`config.mk`:
```
export PLATFORM = sky130hd
export DESIGN_NAME = ch_demand
export DESIGN_NICKNAME = d
export VERILOG_FILES = /design/src/core/ch_demand_pkg.sv /design/src/core/step_link_if.sv /design/src/core/ch_demand.sv /design/src/core/step_timer.sv
export VERILOG_INCLUDE_DIRS = /design/src /design/src/core
export SDC_FILE = /design/constraint.sdc
export NUM_CORES = 1
export LEC_CHECK = 0
export BUFFER_PORTS_ARGS = -buffer_cell sky130_fd_sc_hd__buf_4
export CORE_AREA = 2 2 129 131
export DETAILED_ROUTE_END_ITERATION = 8
export DIE_AREA = 0 0 131 133
export PLACE_DENSITY_LB_ADDON = 0.2
export SLEW_MARGIN = 20
export SYNTH_ARGS = -nofsm -noshare
export SYNTH_HDL_FRONTEND = slang
export SYNTH_HIERARCHICAL = 1
export SYNTH_SLANG_ARGS = --single-unit
```
`constraint.sdc`:
```
create_clock -name i_clock -period 5.65 [get_ports i_clock]
set_input_delay 0.8475 -clock i_clock [delete_from_list [all_inputs] [get_ports i_clock]]
set_output_delay 0.8475 -clock i_clock [all_outputs]
set_load 0.005 [all_outputs]
```
`src/core/ch_demand_map.svh`:
```
// Constants for the central-heat demand block: field widths, offsets, timing.
// Assumes temperatures are unsigned whole degrees F, 8 bits wide.
// Function
// - Sensor demand on below setpoint minus on-hysteresis
// - Hold demand until above off threshold or source off
// - Burner demand always needs sensor demand
// - Sensor only: ignore inputs, pump follows burner
// - Wired stat gates burner, makes pump demand
// - Remote stat message gates, timeout removes demand
// - Load control input gates burner, makes pump
// - Selected outlet or header sensor used throughout
// - Setpoint used as-is without outdoor reset
// - None hysteresis means no setpoint defined
// - Thresholds adjusted at burner on/off transitions
// - Turn-on raises off threshold by 18 F
// - Step time in seconds; zero disables stepping
// - Compared temperature and setpoint fed to rate controller
// - Off offset steps 8,6,4,2 then none
// - Turn-off: on threshold at setpoint minus twice hysteresis, +2/step
// - On stepping stops at hysteresis/2 steps
`ifndef CH_DEMAND_MAP_SVH
`define CH_DEMAND_MAP_SVH
`define TEMP_W            8
`define STEP_W            8
`define HYST_NONE         8'hff
`define OFF_BOOST_0       8'h12
`define OFF_BOOST_1       8'h08
`define OFF_BOOST_2       8'h06
`define OFF_BOOST_3       8'h04
`define OFF_BOOST_4       8'h02
`define ON_STEP_DEG       8'h02
`define CLOCK_HZ          50000000
`define TICK_CYCLES       (`CLOCK_HZ)
`define REMOTE_TIMEOUT_S  180
`endif

```
`src/core/ch_demand_pkg.sv`:
```
// Types for the central-heat demand block.
// Assumes the constants header is included where numbers are needed.
package ch_demand_pkg;
  typedef enum logic [1:0] {
    src_stat_sensor   = 2'h0,
    src_remote_sensor = 2'h1,
    src_lci_sensor    = 2'h2,
    src_sensor_only   = 2'h3
  } demand_src_t;
  typedef enum logic [1:0] {
    burner_off = 2'h1,
    burner_on  = 2'h2
  } burner_state_t;
endpackage

```
`src/core/step_link_if.sv`:
```
// Interface carrying step timer control and count between the two modules.
// Assumes one clock domain.
`timescale 1ns/1ps
interface step_link_if;
  logic       restart;
  logic [7:0] step_time;
  logic [7:0] steps;
  modport timer (input restart, input step_time, output steps);
  modport user  (output restart, output step_time, input steps);
endinterface

```
`src/core/ch_demand.sv`:
```
// Central-heat demand with on/off hysteresis and stepped thresholds.
// Assumes temperatures and settings are synchronous and stable between changes.
`timescale 1ns/1ps
`include "ch_demand_map.svh"
module ch_demand #(
  parameter int unsigned TICK_CYCLES = `TICK_CYCLES
) (
  input  wire logic                        i_clock,
  input  wire logic                        i_rstn,
  input  wire ch_demand_pkg::demand_src_t  i_demand_source,
  input  wire logic                        i_use_header,
  input  wire logic [7:0]                  i_outlet_temp,
  input  wire logic [7:0]                  i_header_temp,
  input  wire logic [7:0]                  i_setpoint,
  input  wire logic                        i_time_of_day_input,
  input  wire logic                        i_outdoor_reset,
  input  wire logic [7:0]                  i_outdoor_reset_setpoint,
  input  wire logic [7:0]                  i_on_hyst,
  input  wire logic [7:0]                  i_off_hyst,
  input  wire logic [7:0]                  i_step_time,
  input  wire logic                        i_stat,
  input  wire logic                        i_load_control_input,
  input  wire logic                        i_remote_msg,
  input  wire logic                        i_remote_on,
  output logic                             o_burner_demand,
  output logic                             o_pump_demand,
  output logic                             o_setpoint_defined,
  output logic [7:0]                       o_rate_controller_setpoint,
  output logic [7:0]                       o_rate_controller_temp
);
  import ch_demand_pkg::*;
  localparam int unsigned SEC_CYCLES = TICK_CYCLES;

  // Overview of the demand path, as the next engineer will want it:
  // - One temperature is chosen, outlet or header, and that same value feeds
  //   both the demand comparison and the rate controller port.
  // - The setpoint is either the plain setpoint or the outdoor reset result,
  //   which is worked out upstream. The time-of-day input is accepted but not
  //   used here: the time-of-day setpoint is chosen before this block.
  // - A hysteresis value of all ones means "not defined". Then the block
  //   never asks for the burner and flags the setpoint as undefined.
  // - Sensor demand turns on strictly below the on threshold and off strictly
  //   above the off threshold. Between the two, the last state holds.
  // - The external source gates burner demand in every mode except sensor
  //   only. Losing it drops the burner at once, whatever the temperature.
  // - Pump demand follows the external source. In sensor-only mode it
  //   follows the burner instead.
  // - After a turn-on the off threshold starts high and comes down in steps.
  //   After a turn-off the on threshold starts low and comes up in steps.
  //   This leaves the rate controller room to overshoot without short cycles.
  // - The step timer restarts on every burner transition. Its count
  //   saturates, so a long run settles on the plain thresholds.
  // - A step time of zero holds the count at zero and skips all widening.
  // - The on threshold may underflow below zero degrees. That case is
  //   treated as "never on" rather than wrapping to a huge value.
  // - A remote message older than the timeout counts as "thermostat off".
  //   The age counter is restarted by every message, on or off.
  // Limitations:
  // - Temperatures are whole degrees, unsigned, 8 bits. Negative water
  //   temperatures cannot be shown.
  // - The seconds tick is a plain cycle count. A clock that is not exactly
  //   TICK_CYCLES per second stretches every step by the same factor.
  // - Settings are assumed steady between changes. A change in mid-step
  //   simply takes effect on the next edge.

  step_link_if link ();
  burner_state_t state;
  logic [7:0]  temp;
  logic [7:0]  setpoint;
  logic        defined;
  logic [9:0]  on_thr;
  logic [9:0]  off_thr;
  logic [7:0]  boost;
  logic [8:0]  on_steps_need;
  logic [9:0]  on_raise;
  logic        ext_active;
  logic        sensor_want;
  logic        sensor_drop;
  logic [31:0] msg_cycles;
  logic [7:0]  msg_secs;
  logic        remote_state;
  logic        remote_fresh;
  logic        next_burner;

  step_timer #(.TICK_CYCLES(SEC_CYCLES)) u_step_timer (
    .i_clock (i_clock),
    .i_rstn  (i_rstn),
    .link    (link.timer)
  );

  // Sensor and setpoint selection; outdoor curve is computed elsewhere
  assign temp     = i_use_header ? i_header_temp : i_outlet_temp;
  assign setpoint = i_outdoor_reset ? i_outdoor_reset_setpoint : i_setpoint;
  assign defined  = (i_on_hyst != `HYST_NONE) && (i_off_hyst != `HYST_NONE);

  // Off threshold boost schedule after turn-on
  always_comb begin
    case (link.steps)
      8'h0: boost = `OFF_BOOST_0;
      8'h1: boost = `OFF_BOOST_1;
      8'h2: boost = `OFF_BOOST_2;
      8'h3: boost = `OFF_BOOST_3;
      8'h4: boost = `OFF_BOOST_4;
      default: boost = 8'h0;
    endcase
  end

  // Thresholds; zero step time means no widening at all
  assign on_steps_need = {1'b0, i_on_hyst} >> 1;
  assign on_raise = ({2'b00, link.steps} >= {1'b0, on_steps_need}) ? {2'b00, i_on_hyst}
                  : {1'b0, link.steps, 1'b0};
  always_comb begin
    off_thr = {2'b00, setpoint} + {2'b00, i_off_hyst};
    on_thr  = {2'b00, setpoint} - {2'b00, i_on_hyst};
    if (i_step_time != 8'h0 && state == burner_on) begin
      off_thr = off_thr + {2'b00, boost};
    end
    if (i_step_time != 8'h0 && state == burner_off) begin
      on_thr = {2'b00, setpoint} - {1'b0, i_on_hyst, 1'b0} + on_raise;
    end
  end

  // Unsigned 10-bit comparisons; underflowed on threshold (bit 9 set) never asserts
  assign sensor_want = defined && !on_thr[9] && ({2'b00, temp} < on_thr);
  assign sensor_drop = !defined || ({2'b00, temp} > off_thr);

  // Remote thermostat message age in seconds
  always_ff @(posedge i_clock or negedge i_rstn) begin
    if (!i_rstn) begin
      msg_cycles   <= 32'h0;
      msg_secs     <= 8'h0;
      remote_state <= 1'b0;
      remote_fresh <= 1'b0;
    end else if (i_remote_msg) begin
      msg_cycles   <= 32'h0;
      msg_secs     <= 8'h0;
      remote_state <= i_remote_on;
      remote_fresh <= 1'b1;
    end else if (msg_cycles == SEC_CYCLES - 1) begin
      msg_cycles <= 32'h0;
      if (msg_secs == 8'(`REMOTE_TIMEOUT_S - 1)) begin
        remote_fresh <= 1'b0;
      end else begin
        msg_secs <= msg_secs + 8'h1;
      end
    end else begin
      msg_cycles <= msg_cycles + 32'h1;
    end
  end

  // External demand per source setting
  always_comb begin
    case (i_demand_source)
      src_stat_sensor:   ext_active = i_stat;
      src_remote_sensor: ext_active = remote_state && remote_fresh;
      src_lci_sensor:    ext_active = i_load_control_input;
      src_sensor_only:   ext_active = 1'b1;
      default:           ext_active = 1'b0;
    endcase
  end

  // Burner demand with hysteresis, gated by external demand
  always_comb begin
    next_burner = o_burner_demand;
    if (!ext_active) begin
      next_burner = 1'b0;
    end else if (!o_burner_demand && sensor_want) begin
      next_burner = 1'b1;
    end else if (o_burner_demand && sensor_drop) begin
      next_burner = 1'b0;
    end
  end

  // Registered burner demand
  always_ff @(posedge i_clock or negedge i_rstn) begin
    if (!i_rstn) begin
      o_burner_demand <= 1'b0;
    end else begin
      o_burner_demand <= next_burner;
    end
  end

  // Burner state, kept apart so threshold widening has its own record
  always_ff @(posedge i_clock or negedge i_rstn) begin
    if (!i_rstn) begin
      state <= burner_off;
    end else begin
      case (state)
        burner_off: if (next_burner) state <= burner_on;
        burner_on:  if (!next_burner) state <= burner_off;
        default:    state <= burner_off;
      endcase
    end
  end
  assign link.restart   = next_burner != o_burner_demand;
  assign link.step_time = i_step_time;

  // Pump demand, registered in step with the burner demand
  always_ff @(posedge i_clock or negedge i_rstn) begin
    if (!i_rstn) begin
      o_pump_demand <= 1'b0;
    end else begin
      o_pump_demand <= (i_demand_source == src_sensor_only) ? next_burner : ext_active;
    end
  end

  // Rate controller inputs, one cycle behind the selection
  always_ff @(posedge i_clock or negedge i_rstn) begin
    if (!i_rstn) begin
      o_setpoint_defined         <= 1'b0;
      o_rate_controller_setpoint <= 8'h0;
      o_rate_controller_temp     <= 8'h0;
    end else begin
      o_setpoint_defined         <= defined;
      o_rate_controller_setpoint <= setpoint;
      o_rate_controller_temp     <= temp;
    end
  end
endmodule

```
`src/core/step_timer.sv`:
```
// Seconds tick and step interval counter for threshold stepping.
// Assumes the restart pulse marks each burner transition.
`timescale 1ns/1ps
`include "ch_demand_map.svh"
module step_timer #(
  parameter int unsigned TICK_CYCLES = `TICK_CYCLES
) (
  input  wire logic i_clock,
  input  wire logic i_rstn,
  step_link_if.timer link
);
  logic [31:0] tick_count;
  logic        tick;
  logic [7:0]  sec_count;
  logic [7:0]  step_count;

  // One-second tick from the system clock
  always_ff @(posedge i_clock or negedge i_rstn) begin
    if (!i_rstn) begin
      tick_count <= 32'h0;
    end else if (link.restart || tick_count == TICK_CYCLES - 1) begin
      tick_count <= 32'h0;
    end else begin
      tick_count <= tick_count + 32'h1;
    end
  end
  assign tick = (tick_count == TICK_CYCLES - 1) && !link.restart;

  // Seconds within step and saturating step count; zero step time holds at zero
  always_ff @(posedge i_clock or negedge i_rstn) begin
    if (!i_rstn) begin
      sec_count  <= 8'h0;
      step_count <= 8'h0;
    end else if (link.restart || link.step_time == 8'h0) begin
      sec_count  <= 8'h0;
      step_count <= 8'h0;
    end else if (tick) begin
      if (sec_count + 8'h1 >= link.step_time) begin
        sec_count <= 8'h0;
        if (step_count != 8'hff) begin
          step_count <= step_count + 8'h1;
        end
      end else begin
        sec_count <= sec_count + 8'h1;
      end
    end
  end
  assign link.steps = step_count;
endmodule

```
==> reports/summary.txt, run 1 <==
Run status -> complete, but fails checks
Failing checks -> setup timing
Largest net degree at the start of global routing -> 61
Clock net sink count -> 111
CP top delay family -> compound AO/OA/AOI/OAI gates
Hold Crit Class -> reg2reg
Fmax -> 165 MHz
Adder-cell share of the synthesized area -> 12.9%
Final hold vios -> 0
Mapped Cells -> 860
Global-route wire length before repair -> 30.1 mm
Post-layout min period -> 6.06 ns
Final worst path period share -> 107%
Mean cell area of the mapped netlist -> 9.12 um2
Max-cap violations -> 0
Power Density -> 255 nW/um2
Crit path top cell by count -> a21o_1
Yosys warns -> 6
Pwr Total -> 2.47 mW
Fin util -> 59.7%
Synth cell count leaders -> dfrtp_1, nor2_1, nand2_1
Max Buffers Root-to-Sink -> 2
Synth Net Count -> 1002
Pre-antenna DRT Iters -> 4
Placed Area -> 9210 um2
Final ANT Viol Nets -> 0
Area contributors post-synth -> dfrtp_1, ha_1, xor2_1, nor2_1, xnor2_1
Synth Area in Compound Gates -> 10.8%
Cells after DPL -> 1199
Final Max Slew Viols -> 0
Drt initial violations -> 293
Slew @ Worst Pin -> 1.05 ns
Area Growth Syn to Fin -> 23.1%
Starting Density -> 48.5%
Rel. slew slack -> 30.2%
Wirelength, routed -> 18.3 mm
Main flop type after synthesis -> dfrtp_1
WP data required -> 5.93 ns
Top-area cell type share of the netlist area -> 35.1%
Max FO, Critical Path -> 8
Simple-gate area share of the yosys netlist -> 23.1%
DR vias/cell -> 5.38
DRC -> 0
Static Leakage -> 4.55 nW
Max incr delay on CP -> 0.42 ns
Yosys reg bits -> 111
Later-pin clock latency in the skew report -> 0.35 ns
Setup violators final -> 52
Sum of buffers and inverters on the critical path -> 5
Most common cell in the netlist -> dfrtp_1
Xor and xnor area share after synthesis -> 9.72%
Crit path arrival time -> 6.34 ns
Global Route Usage Sum -> 21.8%
WL/cell -> 15.0 um
Initial antenna violation count -> 0
Die Ht -> 133 um
Startpoint types -> primary input
Width of the die -> 131 um
Remaining global-route overflow -> 0
Worst Setup End Kind -> flop
Diodes inserted -> 0
Final cell count without fillers -> 1216
Port-buffer cells -> 84
Synth Cell Area -> 7840 um2
Hold WS -> 0.459 ns
Post-synth EDFFs -> 0
RSZ-0062 raised after global routing -> yes
CTS Buf Count -> 9
Largest family of logic cells by synthesized area -> simple AND/OR/NAND/NOR gates
TritonCTS clock tree -> done
Hpwl dp -> 13.9 mm
Kind of critical path -> in2reg
Root Buffer -> clkbuf_16
Vias in the first global route -> 6218
Top Ports -> 86
Final nets -> 1134
Final instance area -> 9650 um2
Site Rows -> 47
Fill count -> 1446
H-tree levels -> 3
Top cell type by total area after synthesis -> dfrtp_1
Vias -> 6547
Worst vdd ir -> 0.000188 V
Clock transition at path regs -> 0.07 ns
Slowest library cell on the worst path -> fa_1
Distinct cells, synth -> 56
Mux cell area share after synthesis -> 4.48%
Setup Skew -> 0.00814 ns
Post-synthesis async set-or-reset flop share -> 100%
GPL Wtd Cong -> 0.890
Die ar. -> 17400 um2
Layout cells sized above 1 -> 21.6%
Core ar. -> 16200 um2
Final setup margin -> -0.410 ns
Seq/Total Area, Yosys -> 35.4%
==> report_power, final <==
group	switching, mW	internal (mW)	leakage [nW]
combinational	0.473	0.435	2.92
sequential	0.0325	0.834	1.48
clock	0.291	0.399	0.149
total	0.797	1.67	4.55
==> metrics by stage <==
step                      setup WS [ns]  setup TNS, ns
final                            -0.410         -17.89
after global routing             -0.672         -32.64
after CTS                        -0.460         -21.56
after detailed placement         -0.922         -43.64
after global placement           -0.866         -40.60
after floorplan                  -0.458         -19.38
==> cell type report <==
type | instances | area, um2 | share of cell area (%)
Clock buffer | 12 | 246 | 2.55
Sequential cell | 111 | 2780 | 28.8
Inverter | 56 | 210 | 2.18
Multi-Input combinational cell | 677 | 4990 | 51.7
Timing Repair Buffer | 137 | 1080 | 11.2
Tap cell | 220 | 275 | 2.85
Clock inverter | 3 | 67.6 | 0.700
==> kinds of logic (layout without fill, tap and decap cells) <==
logic type      after synthesis  after routing
compound gates              132            132
xor+xnor                     87             87
fa+ha+maj                    75             75
buf+inv                      72            208
flops                       111            111
mux                          34             34
other cells                   1              1
simple gates                348            348
==> worst reg2reg max path, delay by kind of cell (launching register included) <==
family / cells / cell delay (ns)
muxes: 3 / 0.64
xor gates and xnor gates: 1 / 0.14
AOI/OAI and AO/OA: 15 / 2.39
adders and majority gates: 4 / 1.18
buffers and inverters: 5 / 0.64
DFF: 1 / 0.40
and+or+nand+nor: 4 / 0.59
==> placed cells by master (no fill, tap or decap), types with 17 or more instances in the layout <==
| master | netlist | layout |
|---|---|---|
| a21o_1 | 18 | 17 |
| a21oi_1 | 45 | 30 |
| and3_1 | 21 | 21 |
| buf_4 | 0 | 130 |
| dfrtp_1 | 110 | 110 |
| ha_1 | 65 | 62 |
| inv_1 | 56 | 53 |
| mux2i_1 | 25 | 24 |
| nand2_1 | 66 | 65 |
| nand3_1 | 36 | 36 |
| nand4_1 | 29 | 29 |
| nor2_1 | 97 | 95 |
| o21ai_0 | 27 | 24 |
| xnor2_1 | 33 | 33 |
| xor2_1 | 54 | 54 |
==> final timing paths <==
kind | startpoint | cells after the start | to | slack (ns)
worst max-delay path | i_on_hyst[1] | 32 | u_step_timer/sec_count[2] | -0.41
worst min-delay path | msg_cycles[0] | 1 | msg_cycles[0] | 0.46
worst max register to register | u_step_timer/link.steps[0] | 32 | u_step_timer/sec_count[2] | -0.37
worst min register to register | msg_cycles[0] | 1 | msg_cycles[0] | 0.46
max in group asynchronous | i_rstn | 2 | msg_secs[7] | 3.89
min in group asynchronous | i_rstn | 1 | msg_cycles[3] | 0.57
==> metal layers <==
layer | up-vias | wire length (um) | track usage [%]
met4 | 0 | 196 | 5.32
li1 | 3300 | - | -
met2 | 117 | 8720 | 35.3
met3 | 11 | 576 | 2.99
met1 | 3119 | 8760 | 30.7
met5 | - | 0 | 0
==> repair_timing <==
item                       4_1_cts  5_1_grt
pin swaps                        5       10
resized for setup               12       14
setup endpoints to repair       52       52
hold buffers                     0        0
setup buffers                    0        3
==> state kept, by name (all words and copies together) (netlist names) <==
name / count
state: 2
remote_state: 1
o_rate_controller_setpoint: 8
msg_cycles: 32
o_burner_demand: 1
o_pump_demand: 1
u_step_timer/sec_count: 8
msg_secs: 8
u_step_timer/link.steps: 8
o_rate_controller_temp: 8
o_setpoint_defined: 1
remote_fresh: 1
u_step_timer/tick_count: 32
No activity file was read; power rests on OpenSTA's default activity.
==> inputs of run 2 (changes only) <==
==> constraint.sdc (replaced) <==
create_clock -name i_clock -period 5.65 [get_ports i_clock]
set_input_delay 0.2825 -clock i_clock [delete_from_list [all_inputs] [get_ports i_clock]]
set_output_delay 0.2825 -clock i_clock [all_outputs]
set_load 0.005 [all_outputs]
==> reports/summary.txt, run 2 (synthesized netlist as in run 1, its figures left out) <==
Run status -> complete, but fails checks
Failing checks -> setup timing
Die Ht -> 133 um
Crit path arrival time -> 6.20 ns
Max Buffers Root-to-Sink -> 2
Pwr Total -> 2.52 mW
Startpoint types -> flop
Power Density -> 261 nW/um2
Final nets -> 1125
TritonCTS clock tree -> done
Sum of negative setup slack -> -9.25 ns
Setup Skew -> 0.00825 ns
Hpwl dp -> 13.5 mm
Final worst path period share -> 105%
Site Rows -> 47
Hold EP -> remote_state
H-tree levels -> 3
Setup violators final -> 51
R2r worst-path depth -> 33
Final setup margin -> -0.265 ns
Die ar. -> 17400 um2
Combinational Power Share -> 35.6%
Final ANT Viol Nets -> 0
Drt initial violations -> 371
Most common cell after layout, fill and taps aside -> buf_4
Port-buffer cells -> 84
WL/cell -> 15.2 um
Max incr delay on CP -> 0.44 ns
Root Buffer -> clkbuf_16
Clk pwr share -> 30.0%
Area Growth Syn to Fin -> 23.4%
Slew @ Worst Pin -> 0.952 ns
Diodes inserted -> 0
RSZ-0062 raised after global routing -> yes
Power Internal -> 1.70 mW
Fmax -> 169 MHz
CTS Buf Count -> 9
WP data required -> 5.94 ns
Top Ports -> 86
Pre-antenna DRT Iters -> 4
Final hold vios -> 0
Biggest regs -> msg_cycles (32), u_step_timer/tick_count (32)
Clock net sink count -> 111
Worst Hold Depth -> 2
Worst Setup End Kind -> flop
Max-cap violations -> 0
Hold Crit Class -> in2reg
Remaining global-route overflow -> 0
Initial antenna violation count -> 0
Sequential share of power -> 34.4%
Rel. slew slack -> 36.0%
Reg2reg start -> u_step_timer/link.steps[0]
Later-pin clock latency in the skew report -> 0.36 ns
Cells after DPL -> 1183
Sw Ratio -> 32.5%
Global-route wire length before repair -> 30.4 mm
Starting Density -> 48.5%
Crit path top cell by count -> a21o_1
Clock transition at path regs -> 0.07 ns
DR vias/cell -> 5.40
Final cell count without fillers -> 1208
Global Route Usage Sum -> 22.0%
Vias -> 6528
DRC -> 0
Slowest library cell on the worst path -> fa_1
Wirelength, routed -> 18.4 mm
Layout cells sized above 1 -> 22.5%
Width of the die -> 131 um
Worst hold start -> i_remote_on
Max FO, Critical Path -> 7
Psw -> 818 uW
Fill count -> 1441
Worst vdd ir -> 0.000177 V
Kind of critical path -> reg2reg
Reg-to-Reg End -> u_step_timer/link.steps[1]
Post-layout min period -> 5.92 ns
Commonest non-fill, non-tap cells in the layout -> buf_4, dfrtp_1, nor2_1
GPL Wtd Cong -> 0.884
Post-placement setup slack -> -0.461 ns
Core ar. -> 16200 um2
Largest net degree at the start of global routing -> 61
Vias in the first global route -> 6329
Final Max Slew Viols -> 0
Static Leakage -> 4.52 nW
R2r setup slk -> -0.27 ns
## run 2: cell types whose count changed in the layout (fill, tap and decap cells not counted), sizes merged
| cell | delta |
|---|---|
| buf | -14 |
| nand2b | +3 |
| bufinv | +1 |
| clkbuf | +1 |
| clkinvlp | -1 |
| dlygate4sd3 | +1 |
| inv | +1 |
## run 2: power groups by stage
stage / Sequential [mW] / Combinational [mW] / Clock [mW]
2_1_floorplan: 0.876 / 0.558 / 0
3_3_place_gp: 0.881 / 0.776 / 0
5_1_grt: 0.873 / 0.995 / 0.811
6_report: 0.867 / 0.896 / 0.756
4_1_cts: 0.866 / 0.870 / 0.774
3_5_place_dp: 0.881 / 0.788 / 0
## run 2: worst max-delay path by stage
stage                                           from                           to  slack [ns]  cells after the start
final                     u_step_timer/link.steps[0]   u_step_timer/link.steps[1]       -0.27                     33
after global placement                  i_on_hyst[1]  u_step_timer/tick_count[25]       -0.38                     32
after detailed placement  u_step_timer/link.steps[0]  u_step_timer/tick_count[15]       -0.46                     30
after floorplan           u_step_timer/link.steps[0]   u_step_timer/link.steps[1]       -0.18                     31
after CTS                 u_step_timer/link.steps[0]   u_step_timer/link.steps[0]       -0.36                     31
after global routing      u_step_timer/link.steps[0]   u_step_timer/link.steps[1]       -0.58                     32
## run 2: repair_timing
item | CTS | global route
resized for setup | 21 | 32
gates cloned | 3 | 0
hold buffers | 1 | 0
setup buffers | 2 | 2
pin swaps | 16 | 15
hold endpoints to repair | 51 | 0
setup endpoints to repair | 52 | 52
## run 2: layout make-up
class | count | area [um2] | area share [%]
clock buffer | 12 | 256 | 2.65
clock inverter | 4 | 98.8 | 1.02
inverter | 56 | 210 | 2.17
multi-input combinational | 680 | 5090 | 52.7
sequential | 111 | 2780 | 28.7
tap | 220 | 275 | 2.85
timing repair buffer | 125 | 960 | 9.92
## run 2: routing by layer
metal,global-route usage (%),part of all wire (%)
met1,30.6,47
met2,34.9,47
met3,3.28,3.6
met4,7.51,1.7
met5,0,0
## run 2: per-stage QoR
step	util, %	instance area [um2]	hold slack, ns
2_1_floorplan	-	7960	-0.0131
3_3_place_gp	55.8	9030	0.365
3_5_place_dp	55.8	9030	0.367
4_1_cts	58.9	9520	0.153
5_1_grt	59.8	9670	0.157
6_report	59.8	9670	0.162
## run 2: critical path, delay by kind of cell, from the launching register on
kind / cells / cell delay [ns]
and+or+nand+nor: 4 / 0.61
muxes: 3 / 0.49
adders and majority gates: 4 / 1.19
buffers and inverters: 5 / 0.60
xor gates and xnor gates: 1 / 0.14
DFF: 1 / 0.39
AOI/OAI and AO/OA: 16 / 2.42
